--- config.mk ---
export PLATFORM = sky130hd
export DESIGN_NAME = icap_capture
export DESIGN_NICKNAME = d
export VERILOG_FILES = /design/src/icap_pkg.sv /design/src/icap_capture.sv
export SDC_FILE = /design/constraint.sdc
export NUM_CORES = 1
export LEC_CHECK = 0
export ABC_AREA = 0
export BUFFER_PORTS_ARGS = -buffer_cell sky130_fd_sc_hd__buf_2
export CAP_MARGIN = 15
export CORE_AREA = 2 2 107 151
export CTS_CLUSTER_SIZE = 8
export DETAILED_ROUTE_END_ITERATION = 16
export DIE_AREA = 0 0 109 153
export PLACE_DENSITY = 0.74
export SYNTH_ARGS = -nofsm -noshare
export SYNTH_HDL_FRONTEND = slang
export SYNTH_SLANG_ARGS = --single-unit
--- constraint.sdc ---
create_clock -name clock -period 3.62 [get_ports clock]
set_input_delay 0.724 -clock clock [delete_from_list [all_inputs] [get_ports clock]]
set_output_delay 0.724 -clock clock [all_outputs]
set_load 0.02 [all_outputs]
--- src/icap_pkg.sv ---
// shared constants and types for the image capture block
package icap_pkg;
   localparam int PIX_W = 16;
   localparam logic [7:0] RUN_OFF = 8'h00;
   localparam logic [7:0] CFG_OFF = 8'h04;
   localparam logic [7:0] ADDR_OFF = 8'h08;
   localparam logic [7:0] STAT_OFF = 8'h0C;
   localparam logic [7:0] ACT_ADDR_OFF = 8'h10;
   localparam int RUN_EN_BIT = 0;
   localparam int CFG_BYPASS_BIT = 0;
   localparam int CFG_SWAP_BIT = 1;
   localparam int ST_FRAME_BIT = 0;
   localparam int ST_EN_BIT = 1;
   localparam int ST_OVF_BIT = 2;
   localparam int ST_SWAP_BIT = 3;
   localparam logic [31:0] ADDR_RST = 32'h0000_0000;
   localparam int BUF_DEPTH = 2;
   typedef struct packed {
      logic sof;
      logic sol;
      logic phase;
      logic [PIX_W-1:0] data;
   } icap_pix_type;
endpackage : icap_pkg

--- src/icap_capture.sv ---
// image capture controller: apb registers, shadowing, pixel feed to preview
//
// The register offsets and the APB slave port were left to the implementer.
`timescale 1ns/10ps
// What this block does
// - with shadow bypass set, memory output address writes take effect at once, even mid-frame
// - with shadow bypass clear, shadowed registers load at the next frame start
// - capture enable and luma/chroma swap always load at frame start
// - memory output address is immediate only when shadow bypass is set
// - pixels on an asynchronous pixel clock reach preview without pattern shift
module icap_capture (
   input wire logic clock,
   input wire logic reset_n,
   input wire logic psel,
   input wire logic penable,
   input wire logic pwrite,
   input wire logic [31:0] paddr,
   input wire logic [31:0] pwdata,
   output logic [31:0] prdata,
   output logic pready,
   output logic pslverr,
   input wire logic pix_clk,
   input wire logic pix_vsync,
   input wire logic pix_hsync,
   input wire logic [icap_pkg::PIX_W-1:0] pix_data,
   output icap_pkg::icap_pix_type prev_word,
   output logic prev_valid,
   input wire logic prev_ready,
   output logic [31:0] mem_out_addr
);
   ////////////////////////////////////////////////////////////////////////
   // input synchronisers: first stage feeds only the second
   logic [2:0] pclk_sync_reg;
   logic [1:0] vs_sync_reg, hs_sync_reg;
   logic [icap_pkg::PIX_W-1:0] dat_s1_reg, dat_s2_reg;
   always_ff @(posedge clock) begin
      if (!reset_n) begin
         pclk_sync_reg <= 3'h0;
         vs_sync_reg <= 2'h0;
         hs_sync_reg <= 2'h0;
         dat_s1_reg <= '0;
         dat_s2_reg <= '0;
      end else begin
         pclk_sync_reg <= {pclk_sync_reg[1:0], pix_clk};
         vs_sync_reg <= {vs_sync_reg[0], pix_vsync};
         hs_sync_reg <= {hs_sync_reg[0], pix_hsync};
         dat_s1_reg <= pix_data;
         dat_s2_reg <= dat_s1_reg;
      end
   end
   // data and clock share the same sync depth, so the sampled word matches its edge
   logic pix_edge, frame_start, line_start;
   logic vs_last_reg, hs_last_reg;
   assign pix_edge = pclk_sync_reg[1] & ~pclk_sync_reg[2];
   // strobes edge-detected on the system clock: a stopped pixel clock still closes lines and frames
   assign frame_start = vs_sync_reg[1] & ~vs_last_reg;
   assign line_start = hs_sync_reg[1] & ~hs_last_reg;

   ////////////////////////////////////////////////////////////////////////
   // registers, apb slave, shadow logic
   logic en_wr_reg, en_wr_next, en_act_reg, en_act_next;
   logic swap_wr_reg, swap_wr_next, swap_act_reg, swap_act_next;
   logic bypass_reg, bypass_next, ovf_reg, ovf_next, busy_reg, busy_next;
   logic [31:0] addr_wr_reg, addr_wr_next, addr_act_reg, addr_act_next;
   logic [31:0] prdata_next;
   logic pready_next, pslverr_next, wr_acc, ovf_set, mapped;
   logic [7:0] off;
   assign off = paddr[7:0];
   assign mapped = (paddr[31:8] == 24'h0) && (off == icap_pkg::RUN_OFF || off == icap_pkg::CFG_OFF ||
      off == icap_pkg::ADDR_OFF || off == icap_pkg::STAT_OFF || off == icap_pkg::ACT_ADDR_OFF);
   assign wr_acc = psel & penable & pready & pwrite & mapped;
   always_comb begin
      en_wr_next = en_wr_reg;
      swap_wr_next = swap_wr_reg;
      bypass_next = bypass_reg;
      addr_wr_next = addr_wr_reg;
      en_act_next = en_act_reg;
      swap_act_next = swap_act_reg;
      addr_act_next = addr_act_reg;
      busy_next = busy_reg;
      ovf_next = ovf_reg;
      pready_next = psel & penable & ~pready;
      pslverr_next = psel & penable & ~pready & ~mapped;
      prdata_next = prdata;
      if (psel & ~penable) begin
         case (off)
            icap_pkg::RUN_OFF: prdata_next = {31'h0, en_wr_reg};
            icap_pkg::CFG_OFF: prdata_next = {30'h0, swap_wr_reg, bypass_reg};
            icap_pkg::ADDR_OFF: prdata_next = addr_wr_reg;
            icap_pkg::STAT_OFF: prdata_next = {28'h0, swap_act_reg, ovf_reg, en_act_reg, busy_reg};
            icap_pkg::ACT_ADDR_OFF: prdata_next = addr_act_reg;
            default: prdata_next = 32'h0000_0000;
         endcase
      end
      if (wr_acc) begin
         case (off)
            icap_pkg::RUN_OFF: en_wr_next = pwdata[icap_pkg::RUN_EN_BIT];
            icap_pkg::CFG_OFF: begin
               bypass_next = pwdata[icap_pkg::CFG_BYPASS_BIT];
               swap_wr_next = pwdata[icap_pkg::CFG_SWAP_BIT];
            end
            icap_pkg::ADDR_OFF: begin
               addr_wr_next = pwdata;
               if (bypass_reg) addr_act_next = pwdata;
            end
            icap_pkg::STAT_OFF: if (pwdata[icap_pkg::ST_OVF_BIT]) ovf_next = 1'b0;
            default: ;
         endcase
      end
      if (frame_start) begin
         en_act_next = en_wr_reg;
         swap_act_next = swap_wr_reg;
         if (!bypass_reg) addr_act_next = addr_wr_reg;
         busy_next = en_wr_reg;
      end else if (!vs_sync_reg[1]) begin
         busy_next = 1'b0;
      end
      if (ovf_set) ovf_next = 1'b1;
   end
   always_ff @(posedge clock) begin
      if (!reset_n) begin
         en_wr_reg <= 1'b0;
         en_act_reg <= 1'b0;
         swap_wr_reg <= 1'b0;
         swap_act_reg <= 1'b0;
         bypass_reg <= 1'b0;
         ovf_reg <= 1'b0;
         busy_reg <= 1'b0;
         addr_wr_reg <= icap_pkg::ADDR_RST;
         addr_act_reg <= icap_pkg::ADDR_RST;
         prdata <= 32'h0000_0000;
         pready <= 1'b0;
         pslverr <= 1'b0;
      end else begin
         en_wr_reg <= en_wr_next;
         en_act_reg <= en_act_next;
         swap_wr_reg <= swap_wr_next;
         swap_act_reg <= swap_act_next;
         bypass_reg <= bypass_next;
         ovf_reg <= ovf_next;
         busy_reg <= busy_next;
         addr_wr_reg <= addr_wr_next;
         addr_act_reg <= addr_act_next;
         prdata <= prdata_next;
         pready <= pready_next;
         pslverr <= pslverr_next;
      end
   end
   assign mem_out_addr = addr_act_reg;

   ////////////////////////////////////////////////////////////////////////
   // pixel capture and two-entry buffer toward preview
   logic phase_reg, phase_next, sof_pend_reg, sof_pend_next, sol_pend_reg, sol_pend_next;
   logic vs_last_next, hs_last_next, push, pop, prev_valid_next;
   icap_pkg::icap_pix_type word, buf_reg [icap_pkg::BUF_DEPTH], buf_next [icap_pkg::BUF_DEPTH];
   logic [1:0] cnt_reg, cnt_next;
   logic en_now, swap_now;
   // a frame start in the same cycle as a pixel already uses the newly loaded settings
   assign en_now = frame_start ? en_wr_reg : en_act_reg;
   assign swap_now = frame_start ? swap_wr_reg : swap_act_reg;
   assign push = pix_edge & en_now & vs_sync_reg[1] & hs_sync_reg[1];
   assign pop = prev_valid & prev_ready;
   assign ovf_set = push & (cnt_reg == 2'd2) & ~pop;
   always_comb begin
      word.sof = sof_pend_reg | frame_start;
      word.sol = sol_pend_reg | line_start;
      word.phase = (frame_start | line_start) ? 1'b0 : phase_reg;
      word.data = swap_now ? {dat_s2_reg[7:0], dat_s2_reg[15:8]} : dat_s2_reg;
      vs_last_next = vs_sync_reg[1];
      hs_last_next = hs_sync_reg[1];
      phase_next = phase_reg;
      sof_pend_next = sof_pend_reg | frame_start;
      sol_pend_next = sol_pend_reg | line_start;
      if (frame_start | line_start) phase_next = 1'b0;
      if (push) begin
         phase_next = ~word.phase;
         sof_pend_next = 1'b0;
         sol_pend_next = 1'b0;
      end
      buf_next = buf_reg;
      cnt_next = cnt_reg;
      if (pop) begin
         buf_next[0] = buf_reg[1];
         cnt_next = cnt_reg - 2'd1;
      end
      if (push && cnt_next != 2'd2) begin
         buf_next[cnt_next[0]] = word;
         cnt_next = cnt_next + 2'd1;
      end
      prev_valid_next = cnt_next != 2'd0;
   end
   always_ff @(posedge clock) begin
      if (!reset_n) begin
         vs_last_reg <= 1'b0;
         hs_last_reg <= 1'b0;
         phase_reg <= 1'b0;
         sof_pend_reg <= 1'b0;
         sol_pend_reg <= 1'b0;
         cnt_reg <= 2'd0;
         prev_valid <= 1'b0;
         buf_reg[0] <= '0;
         buf_reg[1] <= '0;
      end else begin
         vs_last_reg <= vs_last_next;
         hs_last_reg <= hs_last_next;
         phase_reg <= phase_next;
         sof_pend_reg <= sof_pend_next;
         sol_pend_reg <= sol_pend_next;
         cnt_reg <= cnt_next;
         prev_valid <= prev_valid_next;
         buf_reg <= buf_next;
      end
   end
   assign prev_word = buf_reg[0];
endmodule : icap_capture

==> impl_metrics.toml <==
[status]
status = "finished clean"

[worst_setup_path]
reg2reg_depth = 9
crit_required_ns = 3.96
r2r_slack_ns = 1.11
crit_path_end_kind = "register"
worstSetupPathType = "input pin to register"
crit_path_start_kind = "input pin"
crit_path_max_fanout = 37
cp.arrival_ns = 2.90
r2r_start = "prev_valid"
r2r_end = "prev_word[8]"

[power_and_ir_drop]
ir_worst_vdd_mv = 0.295
power_density_nw_per_um2 = 488
leakagePower_nw = 3.82

[synth]
synthArstFlopShare_pct = 0
synth_area_sq_um = 7530
synth_top_family_by_area = "compound AO/OA/AOI/OAI gates"
synthAdderAreaFrac_pct = 0.499
synth_mux_area_share_pct = 6.47
synth_top_area_cell = "dfxtp_1"
netlist.area_leader.share_pct = 50.5
yosysWarnings = 0
postSynthNetCount = 895
ys_seq_area_share_pct = 50.5
syn-instance-count = 803
synth_ff_type = "dfxtp_1"
synth-edff-count = 0
synth_compound_area_share_pct = 20.2
ys_seq_elements = 190
synth_area_leaders = "dfxtp_1 51%, a211oi_1 8.4%, mux2i_1 6.0%, nand2_1 4.1%, a21oi_1 3.9%"
synth_simple_gate_area_share_pct = 16.2
synth_cell_types = 48
syn_avg_cell_area_sq_um = 9.37
synth-xor-area-share_pct = 0.233

[drt]
finalWirelength_mm = 18.4
ant_nets = 0
route.detailed.drc = 0
drtPass1Iterations = 5
drt_iter0_markers = 399
vias_per_cell = 5.44
vias = 6193
wl_per_cell_um = 16.2

[clock_network]
numCtsBuffers = 17
ctsResizeCount = 0
clkTransAtPathRegs_ns = 0.07
cts_setup_buffers = 0
tritoncts = "yes"
clock_latency_ns = 0.43
cts_sinks = 190
cts_buffer_depth = 2
ctsHtreeMaxLevel = 4
cts_hold_buf = 0
cts_root_buf = "clkbuf_16"

[hold_path]
hold_class = "register to register"
hold-path-cell-count = 1
hp-start = "dat_s1_reg[12]"
holdPathEnd = "dat_s2_reg[12]"

[flow_run]
max-cap-violations = 0

[sta]
relSlewSlack_pct = 28.0
setup_viol = 0
fmax_mhz = 391
setup_tns_ns = 0
rsz0062_at_grt = "no"
hold_viol = 0
slew_violations = 0
worstMarginPinSlew_ns = 1.08
finClkSkew_ns = 0.0117
period_minus_slack_ns = 2.56
period_share_pct = 70.7
holdWs_ns = 0.432

[layout]
stdcell_count = 1138
final_cell_mix = "190 x dfxtp_1, 174 x buf_2, 84 x a211oi_1"
final_common_cell = "dfxtp_1"
area_delta_synth_final_pct = 19.0
fin_nets = 1021
final_layout_size_suffix_gt1_share_pct = 25.3
antennaDiodeCount = 0
n_fill_cell = 1362
final_core_util_pct = 58.4

[die]
dieArea_sq_um = 16700
core-area_sq_um = 15300
ios = 175
die_y_um = 153
die_width_um = 109
start_util_pct = 49.1
rows = 54

[place]
place.gp.congestion = 0.786
port_buffers = 174
dp_hpwl_mm = 12.3
dp_cells = 1106

[global_routing]
antenna_found_initial = 0
grt_max_degree = 85
grt-ovfl-total = 0
grt_pass1_vias = 5824
grt_pass1_wl_mm = 29.5
grt_usage_pct = 22.5
## stage by stage
stage	instance area [sq um]	setup slack, ns	power (mW)
finish	8960	1.06	4.37
global route	8960	0.814	4.53
CTS	8960	1.09	4.41
detailed placement	8380	0.666	2.59
global placement	8380	0.759	2.58
floorplan	7530	0.822	2.43
## layer usage
| metal | vias to the layer above | track usage, % | share of wire [%] |
|---|---|---|---|
| li1 | 3100 | - | - |
| met1 | 2880 | 26.5 | 40 |
| met2 | 193 | 38.1 | 52 |
| met3 | 20 | 5.42 | 5.7 |
| met4 | 0 | 9.89 | 1.9 |
| met5 | - | 0 | 0 |
## kinds of logic after synthesis
kind of cell / count (synthesis)
AND/OR/NAND/NOR: 244
AO/OA/AOI/OAI: 226
flip-flops: 190
buffers and inverters: 90
multiplexers: 48
adder cells (fa/ha/maj): 3
XOR/XNOR: 2
## report_power, final
part | leakage [nW] | internal (mW) | switching, mW | total, mW
clock network | 0.277 | 1.00 | 0.832 | 1.83
registers | 1.55 | 2.15 | 0.0329 | 2.19
logic | 1.99 | 0.132 | 0.219 | 0.351
## critical path, stage by stage
cell      delay [ns]
buf_2           0.26
nand2_1         0.16
xnor2_1         0.23
inv_1           0.10
ha_1            0.21
a211oi_2        0.33
and2_1          0.17
buf_4           0.34
a211oi_1        0.10
a211oi_1        0.24
## Yosys cell counts (2+ instances only)
cell,instances
or4_1,2
ha_1,3
o221a_1,9
o21ai_0,27
nor2b_1,3
nand2b_1,5
mux2i_1,45
inv_1,4
a222oi_1,2
dfxtp_1,190
and3_1,20
nor4_1,5
nor3_1,4
and4_1,2
a211oi_1,84
buf_1,4
and2_1,46
clkbuf_1,47
a21oi_1,59
nand2_1,83
buf_2,11
o22ai_1,3
nand4_1,2
buf_4,22
mux2_2,2
o21a_1,9
a22oi_1,29
nor2_1,55
nand3_1,7
## worst max path at each step
stage | start | slack, ns | end
6_report | prev_ready | 1.06 | prev_word[8]
5_1_grt | prev_ready | 0.81 | register
4_1_cts | prev_ready | 1.09 | register
3_5_place_dp | prev_ready | 0.67 | register
3_3_place_gp | prev_ready | 0.76 | register
2_1_floorplan | prev_ready | 0.82 | register
## final cells by class
class / instances / area (sq um) / share of cell area (%)
inverter: 5 / 20.0 / 0.223
clock inverter: 13 / 128 / 1.42
sequential: 190 / 3800 / 42.5
tap: 196 / 245 / 2.74
timing repair buffer: 192 / 1020 / 11.4
multi-input combinational: 523 / 3290 / 36.7
clock buffer: 19 / 453 / 5.06
(Power assumes the default switching activity.)
